File: config.mk
export PLATFORM = sky130hd
export DESIGN_NAME = regulator_event_status_regs
export DESIGN_NICKNAME = d
export VERILOG_FILES = /design/src/verilog/regulator_event_pkg.sv /design/src/verilog/event_flag_if.sv /design/src/verilog/regulator_event_status_regs.sv /design/src/verilog/event_flag_bank.sv /design/src/verilog/short_persist_filter.sv
export VERILOG_INCLUDE_DIRS = /design/src /design/src/verilog
export SDC_FILE = /design/constraint.sdc
export NUM_CORES = 1
export LEC_CHECK = 0
export ABC_CLOCK_PERIOD_IN_PS = 2560
export BUFFER_PORTS_ARGS = -buffer_cell sky130_fd_sc_hd__buf_2
export CAP_MARGIN = 20
export CORE_ASPECT_RATIO = 0.8
export CORE_MARGIN = 5
export CORE_UTILIZATION = 45
export DETAILED_ROUTE_END_ITERATION = 10
export PLACE_DENSITY = 0.77
export RECOVER_POWER = 25
export SLEW_MARGIN = 20
export SYNTH_ARGS = -nofsm -noshare
export SYNTH_HDL_FRONTEND = slang
export SYNTH_SLANG_ARGS = --single-unit
File: constraint.sdc
create_clock -name clock -period 2.56 [get_ports clock]
set_input_delay 0.512 -clock clock [delete_from_list [all_inputs] [get_ports clock]]
set_output_delay 0.512 -clock clock [all_outputs]
set_load 0.02 [all_outputs]
File: src/verilog/regulator_event_status_regs.svh
/*
 * Register indices, bit positions, reset values and timing constants of the
 * regulator event and status register group.
 * Assumes a 200 MHz core clock; the byte address of a register is four
 * times its index.
 */
`ifndef REGULATOR_EVENT_STATUS_REGS_SVH
`define REGULATOR_EVENT_STATUS_REGS_SVH

// Register indices
`define IDX_BUCK_EVENT_FLAGS      8'h1b
`define IDX_LINREG_EVENT_FLAGS    8'h1c
`define IDX_TOP_LIVE_STATUS       8'h1d
`define IDX_BUCK_LIVE_STATUS      8'h1e
`define IDX_BUCK_EVENT_MASK       8'h40
`define IDX_LINREG_EVENT_MASK     8'h41
`define IDX_PENDING_SUMMARY       8'h42
`define IDX_UNMAPPED              8'hff

// Index field of the AHB byte address
`define IDX_LSB                   2
`define IDX_MSB                   9
`define ADDR_MSB                  31

// Event bank layout, shared by the buck and linear-regulator banks
`define BIT_B_PWROK_FLAG          6
`define BIT_B_SHORT_FLAG          5
`define BIT_B_CURLIM_FLAG         4
`define BIT_A_PWROK_FLAG          2
`define BIT_A_SHORT_FLAG          1
`define BIT_A_CURLIM_FLAG         0
`define EVENT_USED_BITS           8'h77
`define EVENT_FLAGS_RESET         8'h00
`define EVENT_MASK_RESET          8'h00

// Top live status layout
`define BIT_PWROK_PIN_STATE       7
`define BIT_EXT_SYNC_CLOCK_BAD    4
`define BIT_THERMAL_SHUTDOWN      3
`define BIT_THERMAL_WARNING       2
`define BIT_INPUT_OVERVOLTAGE     1

// Buck live status layout
`define BIT_BUCK_B_ENABLED        7
`define BIT_BUCK_B_PG_RAW         6
`define BIT_BUCK_B_CURLIM_RAW     4
`define BIT_BUCK_A_ENABLED        3
`define BIT_BUCK_A_PG_RAW         2
`define BIT_BUCK_A_CURLIM_RAW     0

// Pending summary layout
`define BIT_BUCK_PENDING          5
`define BIT_LINREG_PENDING        6

// Short-circuit persistence time
`define SHORT_TIME_MS             1
`define CLOCK_MHZ                 200
`define SHORT_CYCLES              (`SHORT_TIME_MS * 1000 * `CLOCK_MHZ)
`define SHORT_COUNT_W             18

`endif

File: src/verilog/regulator_event_pkg.sv
/*
 * Types of the regulator event and status register group.
 * Assumes the constants header is on the include path.
 */
`include "regulator_event_status_regs.svh"

package regulator_event_pkg;

    typedef enum logic [3:0] {
        PHASE_IDLE      = 4'b0001,
        PHASE_WRITE     = 4'b0010,
        PHASE_READ_WAIT = 4'b0100,
        PHASE_READ_DONE = 4'b1000
    } bus_phase_t;

    typedef struct packed {
        logic [1:0] buckEnabled;
        logic [1:0] buckPgInvalid;
        logic [1:0] buckShortLow;
        logic [1:0] buckCurLimit;
        logic [1:0] linregPgInvalid;
        logic [1:0] linregShortLow;
        logic [1:0] linregCurLimit;
        logic       pwrokPin;
        logic       extSyncClockInBad;
        logic       thermalShutdown;
        logic       thermalWarning;
        logic       inputOvervoltage;
    } pin_inputs_t;

    typedef struct packed {
        bus_phase_t  phase;
        logic [7:0]  index;
        logic [31:0] rdata;
        logic [7:0]  buckMask;
        logic [7:0]  linregMask;
        pin_inputs_t syncA;
        pin_inputs_t syncB;
        logic [3:0]  pgPrev;
        logic        irq;
    } main_state_t;

    typedef struct packed {
        logic [7:0] flags;
    } bank_state_t;

    typedef struct packed {
        logic [`SHORT_COUNT_W-1:0] count;
    } filter_state_t;

endpackage

File: src/verilog/event_flag_if.sv
/*
 * Carrier between the register front end and one event flag bank.
 * Assumes both ends run on the same clock.
 */
`timescale 1ns/1ps

interface event_flag_if;
    logic [7:0] setEvents;
    logic [7:0] clearBits;
    logic [7:0] flags;

    modport bank  (input setEvents, input clearBits, output flags);
    modport owner (output setEvents, output clearBits, input flags);
endinterface

File: src/verilog/regulator_event_status_regs.sv
/*
 * Event and status register group of a dual buck, dual linear regulator
 * power manager, reached as an AHB-Lite slave.
 * Assumes analog monitor levels and pins arrive asynchronously; each passes
 * a two-stage synchroniser before use.
 */
// The AHB-Lite register port was chosen for this implementation.
`timescale 1ns/1ps
`include "regulator_event_status_regs.svh"

module regulator_event_status_regs
    import regulator_event_pkg::*;
#(
    parameter logic [`SHORT_COUNT_W-1:0] SHORT_CYCLES = `SHORT_COUNT_W'(`SHORT_CYCLES)
) (
    input  wire logic        clock,              // Core clock, 200 MHz
    input  wire logic        resetn,             // Asynchronous reset, active low
    input  wire logic        hsel,               // AHB slave select
    input  wire logic [31:0] haddr,              // AHB byte address
    input  wire logic [1:0]  htrans,             // AHB transfer type
    input  wire logic        hwrite,             // AHB write
    input  wire logic [2:0]  hsize,              // AHB size, word only
    input  wire logic [31:0] hwdata,             // AHB write data
    input  wire logic        hready,             // AHB bus ready
    output logic             hreadyout,          // AHB slave ready
    output logic [31:0]      hrdata,             // AHB read data
    output logic             hresp,              // AHB response, always OKAY
    input  wire logic [1:0]  buckEnabled,        // Buck enable, [1]=B [0]=A
    input  wire logic [1:0]  buckPgInvalid,      // Buck output outside window
    input  wire logic [1:0]  buckShortLow,       // Buck below short threshold
    input  wire logic [1:0]  buckCurLimit,       // Buck current limit active
    input  wire logic [1:0]  linregPgInvalid,    // Linear output outside window
    input  wire logic [1:0]  linregShortLow,     // Linear below short threshold
    input  wire logic [1:0]  linregCurLimit,     // Linear current limit active
    input  wire logic        pwrokPin,           // Power-good pin, 1 = active
    input  wire logic        extSyncClockInBad,  // External sync clock invalid
    input  wire logic        thermalShutdown,    // Die above shutdown level
    input  wire logic        thermalWarning,     // Die above warning level
    input  wire logic        inputOvervoltage,   // Input above overvoltage level
    output logic             irq                 // Level interrupt, active high
);

    main_state_t state;
    main_state_t next_state;
    pin_inputs_t rawIn;
    logic        accept;
    logic        writeNow;
    logic [3:0]  shortLevel;
    logic [3:0]  shortHit;
    logic [3:0]  pgRise;
    logic [7:0]  buckSet;
    logic [7:0]  linregSet;
    logic [7:0]  topStatus;
    logic [7:0]  buckStatus;
    logic [7:0]  pendingSummary;
    logic        buckIrq;
    logic        linregIrq;
    logic [7:0]  writeByte;

    event_flag_if buckEvt ();
    event_flag_if linregEvt ();

    event_flag_bank buckBank (
        .clock  (clock),
        .resetn (resetn),
        .evt    (buckEvt)
    );

    event_flag_bank linregBank (
        .clock  (clock),
        .resetn (resetn),
        .evt    (linregEvt)
    );

    // Filter order: 0 buck A, 1 buck B, 2 linear A, 3 linear B
    assign shortLevel = {state.syncB.linregShortLow, state.syncB.buckShortLow};

    generate
        for (genvar ch = 0; ch < 4; ch++) begin : gShort
            short_persist_filter #(
                .CYCLES (SHORT_CYCLES)
            ) shortFilter (
                .clock  (clock),
                .resetn (resetn),
                .level  (shortLevel[ch]),
                .hit    (shortHit[ch])
            );
        end
    endgenerate

    always_comb begin
        rawIn.buckEnabled       = buckEnabled;
        rawIn.buckPgInvalid     = buckPgInvalid;
        rawIn.buckShortLow      = buckShortLow;
        rawIn.buckCurLimit      = buckCurLimit;
        rawIn.linregPgInvalid   = linregPgInvalid;
        rawIn.linregShortLow    = linregShortLow;
        rawIn.linregCurLimit    = linregCurLimit;
        rawIn.pwrokPin          = pwrokPin;
        rawIn.extSyncClockInBad = extSyncClockInBad;
        rawIn.thermalShutdown   = thermalShutdown;
        rawIn.thermalWarning    = thermalWarning;
        rawIn.inputOvervoltage  = inputOvervoltage;
    end

    // A power-good event is the output leaving its valid window
    assign pgRise = {state.syncB.linregPgInvalid, state.syncB.buckPgInvalid}
                    & ~state.pgPrev;

    always_comb begin
        buckSet                     = 8'h00;
        buckSet[`BIT_B_PWROK_FLAG]  = pgRise[1];
        buckSet[`BIT_A_PWROK_FLAG]  = pgRise[0];
        buckSet[`BIT_B_SHORT_FLAG]  = shortHit[1];
        buckSet[`BIT_A_SHORT_FLAG]  = shortHit[0];
        buckSet[`BIT_B_CURLIM_FLAG] = state.syncB.buckCurLimit[1];
        buckSet[`BIT_A_CURLIM_FLAG] = state.syncB.buckCurLimit[0];
    end

    always_comb begin
        linregSet                     = 8'h00;
        linregSet[`BIT_B_PWROK_FLAG]  = pgRise[3];
        linregSet[`BIT_A_PWROK_FLAG]  = pgRise[2];
        linregSet[`BIT_B_SHORT_FLAG]  = shortHit[3];
        linregSet[`BIT_A_SHORT_FLAG]  = shortHit[2];
        linregSet[`BIT_B_CURLIM_FLAG] = state.syncB.linregCurLimit[1];
        linregSet[`BIT_A_CURLIM_FLAG] = state.syncB.linregCurLimit[0];
    end

    // Write data is valid in the data phase of an accepted write
    assign writeNow  = (state.phase == PHASE_WRITE);
    assign writeByte = hwdata[7:0];

    assign buckEvt.setEvents   = buckSet;
    assign linregEvt.setEvents = linregSet;

    // Only ones clear, and only in the used bits
    assign buckEvt.clearBits = (writeNow && state.index == `IDX_BUCK_EVENT_FLAGS)
                               ? (writeByte & `EVENT_USED_BITS) : 8'h00;
    assign linregEvt.clearBits = (writeNow && state.index == `IDX_LINREG_EVENT_FLAGS)
                                 ? (writeByte & `EVENT_USED_BITS) : 8'h00;

    always_comb begin
        topStatus                          = 8'h00;
        topStatus[`BIT_PWROK_PIN_STATE]    = state.syncB.pwrokPin;
        topStatus[`BIT_EXT_SYNC_CLOCK_BAD] = state.syncB.extSyncClockInBad;
        topStatus[`BIT_THERMAL_SHUTDOWN]   = state.syncB.thermalShutdown;
        topStatus[`BIT_THERMAL_WARNING]    = state.syncB.thermalWarning;
        topStatus[`BIT_INPUT_OVERVOLTAGE]  = state.syncB.inputOvervoltage;
    end

    always_comb begin
        buckStatus                         = 8'h00;
        buckStatus[`BIT_BUCK_B_ENABLED]    = state.syncB.buckEnabled[1];
        buckStatus[`BIT_BUCK_A_ENABLED]    = state.syncB.buckEnabled[0];
        buckStatus[`BIT_BUCK_B_PG_RAW]     = state.syncB.buckPgInvalid[1];
        buckStatus[`BIT_BUCK_A_PG_RAW]     = state.syncB.buckPgInvalid[0];
        buckStatus[`BIT_BUCK_B_CURLIM_RAW] = state.syncB.buckCurLimit[1];
        buckStatus[`BIT_BUCK_A_CURLIM_RAW] = state.syncB.buckCurLimit[0];
    end

    // Summary bits are pure functions of the banks, no state to clear
    always_comb begin
        pendingSummary                      = 8'h00;
        pendingSummary[`BIT_BUCK_PENDING]   = |buckEvt.flags;
        pendingSummary[`BIT_LINREG_PENDING] = |linregEvt.flags;
    end

    assign buckIrq   = |(buckEvt.flags & ~state.buckMask);
    assign linregIrq = |(linregEvt.flags & ~state.linregMask);

    function automatic logic [31:0] readMux(input logic [7:0] idx);
        logic [7:0] value;
        value = 8'h00;
        case (idx)
            `IDX_BUCK_EVENT_FLAGS:   value = buckEvt.flags;
            `IDX_LINREG_EVENT_FLAGS: value = linregEvt.flags;
            `IDX_TOP_LIVE_STATUS:    value = topStatus;
            `IDX_BUCK_LIVE_STATUS:   value = buckStatus;
            `IDX_BUCK_EVENT_MASK:    value = state.buckMask;
            `IDX_LINREG_EVENT_MASK:  value = state.linregMask;
            `IDX_PENDING_SUMMARY:    value = pendingSummary;
            default:                 value = 8'h00;
        endcase
        return {24'h000000, value};
    endfunction

    assign accept = hsel && htrans[1] && hready;

    always_comb begin
        next_state        = state;
        next_state.syncA  = rawIn;
        next_state.syncB  = state.syncA;
        next_state.pgPrev = {state.syncB.linregPgInvalid, state.syncB.buckPgInvalid};
        next_state.irq    = buckIrq || linregIrq;

        if (writeNow && state.index == `IDX_BUCK_EVENT_MASK) begin
            next_state.buckMask = writeByte & `EVENT_USED_BITS;
        end
        if (writeNow && state.index == `IDX_LINREG_EVENT_MASK) begin
            next_state.linregMask = writeByte & `EVENT_USED_BITS;
        end

        case (state.phase)
            PHASE_READ_WAIT: begin
                // Wait state lets a preceding write settle before sampling
                next_state.rdata = readMux(state.index);
                next_state.phase = PHASE_READ_DONE;
            end
            PHASE_IDLE,
            PHASE_WRITE,
            PHASE_READ_DONE: begin
                if (accept) begin
                    next_state.phase = hwrite ? PHASE_WRITE : PHASE_READ_WAIT;
                    if (haddr[`ADDR_MSB:`IDX_MSB+1] != '0) begin
                        next_state.index = `IDX_UNMAPPED;
                    end else begin
                        next_state.index = haddr[`IDX_MSB:`IDX_LSB];
                    end
                end else begin
                    next_state.phase = PHASE_IDLE;
                end
            end
            default: begin
                next_state.phase = PHASE_IDLE;
            end
        endcase
    end

    always_ff @(posedge clock or negedge resetn) begin
        if (!resetn) begin
            state.phase      <= PHASE_IDLE;
            state.index      <= `IDX_UNMAPPED;
            state.rdata      <= 32'h00000000;
            state.buckMask   <= `EVENT_MASK_RESET;
            state.linregMask <= `EVENT_MASK_RESET;
            state.syncA      <= '0;
            state.syncB      <= '0;
            state.pgPrev     <= 4'h0;
            state.irq        <= 1'b0;
        end else begin
            state <= next_state;
        end
    end

    assign hreadyout = (state.phase != PHASE_READ_WAIT);
    assign hrdata    = state.rdata;
    assign hresp     = 1'b0;
    assign irq       = state.irq;

endmodule

File: src/verilog/event_flag_bank.sv
/*
 * One bank of six sticky event flags in an eight-bit register, write-one-to-clear.
 * Assumes set and clear vectors come from logic on the same clock.
 */
`timescale 1ns/1ps
`include "regulator_event_status_regs.svh"

module event_flag_bank
    import regulator_event_pkg::*;
(
    input  wire logic   clock,   // Core clock
    input  wire logic   resetn,  // Asynchronous reset, active low
    event_flag_if.bank  evt      // Set, clear and flag vectors
);

    bank_state_t state;
    bank_state_t next_state;

    // Set wins over a simultaneous clear so no event is lost
    always_comb begin
        next_state       = state;
        next_state.flags = ((state.flags & ~evt.clearBits) | evt.setEvents)
                           & `EVENT_USED_BITS;
    end

    always_ff @(posedge clock or negedge resetn) begin
        if (!resetn) begin
            state.flags <= `EVENT_FLAGS_RESET;
        end else begin
            state <= next_state;
        end
    end

    assign evt.flags = state.flags;

endmodule

File: src/verilog/short_persist_filter.sv
/*
 * Reports a level that has stayed high for more than CYCLES clock cycles.
 * Assumes the level is already synchronised to the clock.
 */
`timescale 1ns/1ps
`include "regulator_event_status_regs.svh"

module short_persist_filter
    import regulator_event_pkg::*;
#(
    parameter logic [`SHORT_COUNT_W-1:0] CYCLES = `SHORT_COUNT_W'(`SHORT_CYCLES)
) (
    input  wire logic clock,   // Core clock
    input  wire logic resetn,  // Asynchronous reset, active low
    input  wire logic level,   // Output below short threshold
    output logic      hit      // High while held past the limit
);

    filter_state_t state;
    filter_state_t next_state;

    // Counter saturates, so a long short keeps reporting without wrap
    always_comb begin
        next_state = state;
        if (!level) begin
            next_state.count = '0;
        end else if (state.count != CYCLES) begin
            next_state.count = state.count + `SHORT_COUNT_W'(1);
        end
    end

    always_ff @(posedge clock or negedge resetn) begin
        if (!resetn) begin
            state.count <= '0;
        end else begin
            state <= next_state;
        end
    end

    // Level sampled high on CYCLES+1 edges: strictly longer than the time
    assign hit = level && (state.count == CYCLES);

endmodule

Word-level counts from Yosys, hierarchy flattened
Cells that the tools add are included.
{ "word_totals": {"mem_bits_ro": 0, "latchBits": 0, "out_inout_bits": 35, "mem_bits_rw": 0, "mem_count": 0, "ff_bits": 159} }
{ "classes": {"mux": 15, "magnitude_cmp": 0, "multipliers": 0, "eq_ne": 24, "bitwise_logic": 12, "n_addsub": 4, "shifts": 0, "n_reduce_logical": 18, "div": 0} }
{ "ops": {"columns": ["cell", "n"], "rows": [
  ["$mux 18", 8],
  ["$add 18x1->18 const B", 4],
  ["$eq 18x18->1 const B", 4],
  ["$ne 18x18->1 const B", 4],
  ["$pmux 8 s7", 1],
  ["$eq 8x5->1 const B", 4],
  ["$eq 8x7->1 const B", 3],
  ["$reduce_bool 22->1", 1],
  ["$and 7x8->8", 2],
  ["$not 7->8", 2],
  ["$reduce_or 8->1", 2],
  ["$and 7x7->7", 2],
  ["$mux 7", 2],
  ["$not 7->7", 2],
  ["$or 7x7->7", 2],
  ["$reduce_or 6->1", 2],
  ["$logic_and 1x1->1", 10],
  ["$mux 8", 1],
  ["$ne 2x1->1 const B", 4],
  ["$pmux 4 s2", 1],
  ["$mux 3", 2],
  ["$and 4x4->4", 1],
  ["$eq 4x1->1 const B", 1],
  ["$eq 4x2->1 const B", 1],
  ["7 further kinds", 7]
]} }

Longest topological paths before layout
{ "depth": {"word_depth": 6, "mapped_depth": 6, "ltp_nobuf": 6} }

By module
Synthesis repeated with hierarchy kept, for this count alone.
{ "unflattened": {"hier_cells": 744, "hier_area_um2": 7770.0} }
{ "by_module_without_submodules": {"columns": ["module", "instances", "cells_per_inst", "area_per_inst_um2", "seq_area_each_um2"], "rows": [
  ["short_persist_filter", 4, 107, 993.5, 450.4],
  ["regulator_event_status_regs", 1, 274, 3323.2, 1888.1],
  ["event_flag_bank", 2, 21, 236.5, 150.1]
]} }

Least setup slack after synthesis
Ideal clock, no wire load.
{ "synth_path": {"path_type": "register to register", "startpoint": "register state[97] (netlist bit)", "endpoint": "register state[43] (netlist bit)", "path_stages_with_launch": 6, "required_ps": 2435, "slack_ps": 458, "period_less_slack_ps": 2102, "arrival_ps": 1977, "cell_sequence": "dfstp_2 -> or4b_1 -> buf_2 -> or4_1 -> buf_2 -> mux2_4"} }
{ "synth_between": {"elab_chain_len": 2} }
{ "synth_rtl": {"columns": ["element", "line", "rtl"], "rows": [
  ["start, declared", "regulator_event_status_regs.sv:43", "main_state_t state;"],
  ["start signal, assigned", "regulator_event_status_regs.sv:242", "state <= next_state;"],
  ["$eq 8x7->1", null, null],
  ["$logic_and 1x1->1 (no source line)", null, null]
]} }
No other way between the ends.
A chain may end at the register's enable or synchronous reset.

Worst setup path after layout
{ "layout_path": {"startpoint": "register state[100] (netlist bit)", "endpoint": "output port hreadyout"} }
{ "layout_between": {"elab_chain_len": 1} }
{ "layout_rtl": {"columns": ["element", "line", "rtl"], "rows": [
  ["$ne 4x3->1", "regulator_event_status_regs.sv:246", "assign hreadyout = (state.phase != PHASE_READ_WAIT);"],
  ["end, declared", "regulator_event_status_regs.sv:25", "output logic hreadyout,"]
]} }
No other way between the ends.

==> results.toml <==
[status]
status = "finished with violations"
violations = "max-capacitance violations, max-slew violations"

[yosys]
synth_edf_count = 0
synth_top_cell_area_share_pct = 49.5
synthCells = 720
synth-main-ff-cell = "dfrtp_1"
synth_warnings = 0
netlist_area_sq_um = 7580
synth_area_leader_cell = "dfrtp_1"
async_reset_ff_share_pct = 100
synth_seq_cells = 159
synth.distinct_cells = 65
synth_area_per_cell_sq_um = 10.5
synth_area_leaders = "dfrtp_1 50%, buf_4 3.3%, dfstp_2 3.1%, nand3_1 2.7%, xnor2_1 2.7%"
synth_seq_area_share_pct = 52.6

[drt]
wl_met1_um = 7560
dr.max_layer_used = "met4"
dr_wl_met3_um = 1080
wl_per_cell_um = 15.7
vias_per_cell = 5.35
met2_length_um = 7310
vias = 5489
drc = 0
dr.pass1.iters = 5
totalWireLength_um = 16100
ant_nets = 0
dr.first_iter.drc_count = 444

[pwr]
peakVddDrop_v = 0.000324
p_per_area_nw_per_um2 = 620
p_leak_nw = 4.01

[die]
fp.dieH_um = 126
io_pins = 128
initial_core_util_pct = 45.8
dieWidth_um = 155
floorplan.rows = 42
coreArea_sq_um = 16600
die_area_sq_um = 19600

[critical_path]
path_class = "reg -> out"
timing.rr.end = "state[48]$_DFFE_PN0P_"
critPathCaptureType = "output pin"
r2r_setup_slack_ns = 0.29
slowest_stage = "nor4b_2"
critPathTopFamily = "buffers and inverters"
crit_chain = "nor4b_2 > inv_1 > buf_2"
worstPathRequired_ns = 2.05
arrival_ns = 1.88
worstReg2RegStart = "state[99]$_DFF_PN1_"
max_stage_delay_ns = 0.50
reg2regPathDepth = 3
cp_max_fo = 12
startpoint_type = "register"
path_buf_inv = 2

[grt]
grt_pass1_vias = 5443
grt_max_degree = 59
grt_antenna_before_repair = 1
grt_pass1_wl_um = 27100
grtUsageTotal_pct = 16.9
grt-ovfl-total = 0

[placed_design]
place_hpwl_um = 11300
gp_congestion = 0.931
post-place-ws_ns = 0.307
port_buffers = 70

[timing]
relSlewSlack_pct = -2.32
final_hold_viol_count = 0
fmax_mhz = 419
rsz0062_at_grt = "no"
fin_crit_sh_pct = 93.3
setup_slack_ns = 0.171
fin_skew_ns = 0.00850
slew_viol_final = 57
worstMarginPinSlew_ns = 1.53
fin_setup_tns_ns = 0
min_period_ns = 2.39
setup_viol = 0

[final_layout]
syn_to_final_growth_pct = 14.5
finalNetCount = 894
num_antenna_cells = 0
fin_util_pct = 52.4
drive_gt1_share_pct = 18.2

[cts]
insertion_delay_ns = 0.43
numCtsBuffers = 17
clk_pin_slew_ns = 0.07
cts_setup_buffers = 0
htreeDepth = 4
clock_sinks = 159
cts_buffer_depth = 2
cts_tree = "built"
cts_resized = 0
root_buffer = "clkbuf_16"
cts_hold_buf = 0

[min_path]
hp-start = "thermalShutdown"
min_path_cells = 1
worstHoldEndpoint = "next_state[7]$_DFF_PN0_"
hp-class = "in -> reg"

[run]
drv_cap = 1
[worst register-to-register path, stage by stage, from the launching register on]
cell	delay, ns
dfstp_2	0.39
or4b_4	0.59
or4_1	0.79
mux2_4	0.39
[layout by cell type (no fill, tap or decap), drive strengths merged, types with 13 or more instances in the layout]
cell type and instances:
mux2i 19, xnor2 23, and3 13, nor4 19, nor3 16, dfrtp 150, conb 25, buf 81
clkbuf 18, nand4 15, nand3 41, nand2b 16, xor2 19, nand2 45, nor2 40, o21ai 26
and2 27, inv 47, a21oi 22
[metrics by stage]
step | hold WS [ns] | std cells | total power, mW | instance area (sq um)
after floorplan | 0.216 | 744 | 2.81 | 7670
after global placement | 0.333 | 994 | 2.92 | 8090
after detailed placement | 0.335 | 994 | 2.93 | 8090
after CTS | 0.0743 | 1026 | 5.42 | 8690
after global routing | 0.176 | 1026 | 5.57 | 8680
final | 0.186 | 1026 | 5.38 | 8680
[registers in the layout, indices dropped and copies added (netlist names)]
name / count
buckBank.evt.flags: 6
buckEvt.setEvents: 2
buckStatus: 4
gShort.shortFilter.state: 72
hrdata: 8
irq: 1
linregBank.evt.flags: 6
linregEvt.setEvents: 2
next_state: 21
shortLevel: 4
state: 33
[metal layers]
layer,vias to the layer above,track usage (%)
li1,2639,-
met1,2688,24.8
met2,148,25.1
met3,14,4.08
met4,0,4.67
met5,-,0
[how the worst max path moves through the flow]
| stage | from | cells past startpoint | endpoint |
|---|---|---|---|
| after floorplan | state[97]$_DFFE_PN1P_ | 5 | state[43]$_DFFE_PN0P_ |
| after global placement | state[99]$_DFF_PN1_ | 3 | state[49]$_DFFE_PN0P_ |
| after detailed placement | state[99]$_DFF_PN1_ | 3 | state[43]$_DFFE_PN0P_ |
| after CTS | state[100]$_DFF_PN0_ | 3 | hreadyout |
| after global routing | state[100]$_DFF_PN0_ | 3 | hreadyout |
| final | state[100]$_DFF_PN0_ | 3 | hreadyout |
[kinds of logic after synthesis]
family                   synth area share [%]
multiplexers                             4.14
buffers and inverters                    6.17
AO/OA/AOI/OAI                            8.97
XOR/XNOR                                 4.85
adder cells (fa/ha/maj)                  1.32
AND/OR/NAND/NOR                          21.8
other                                  0.0495
flip-flops                               52.6
[cell usage after synthesis, types with 13 or more instances]
cell,number
a21oi_1,22
mux2i_1,19
xor2_1,19
and2_1,26
nand3_1,41
clkbuf_1,16
dfrtp_1,150
xnor2_1,23
nor4_1,16
buf_4,33
nor2_1,40
nor3_1,16
inv_1,39
nand2b_1,16
o21ai_0,26
nand2_1,45
nand4_1,15
and3_1,13
[layout make-up]
class | instances | area [sq um]
Timing Repair Buffer | 82 | 465
Clock inverter | 15 | 166
Fill cell | 1451 | 7870
Clock buffer | 17 | 425
Sequential cell | 159 | 3990
Inverter | 39 | 146
Tap cell | 220 | 275
Multi-Input combinational cell | 494 | 3210
[power breakdown]
group	internal, mW	switching, mW	total [mW]
sequential	2.57	0.0559	2.63
clock	1.31	1.18	2.50
combinational	0.0898	0.163	0.253
Power figures use the tool's default switching activity.
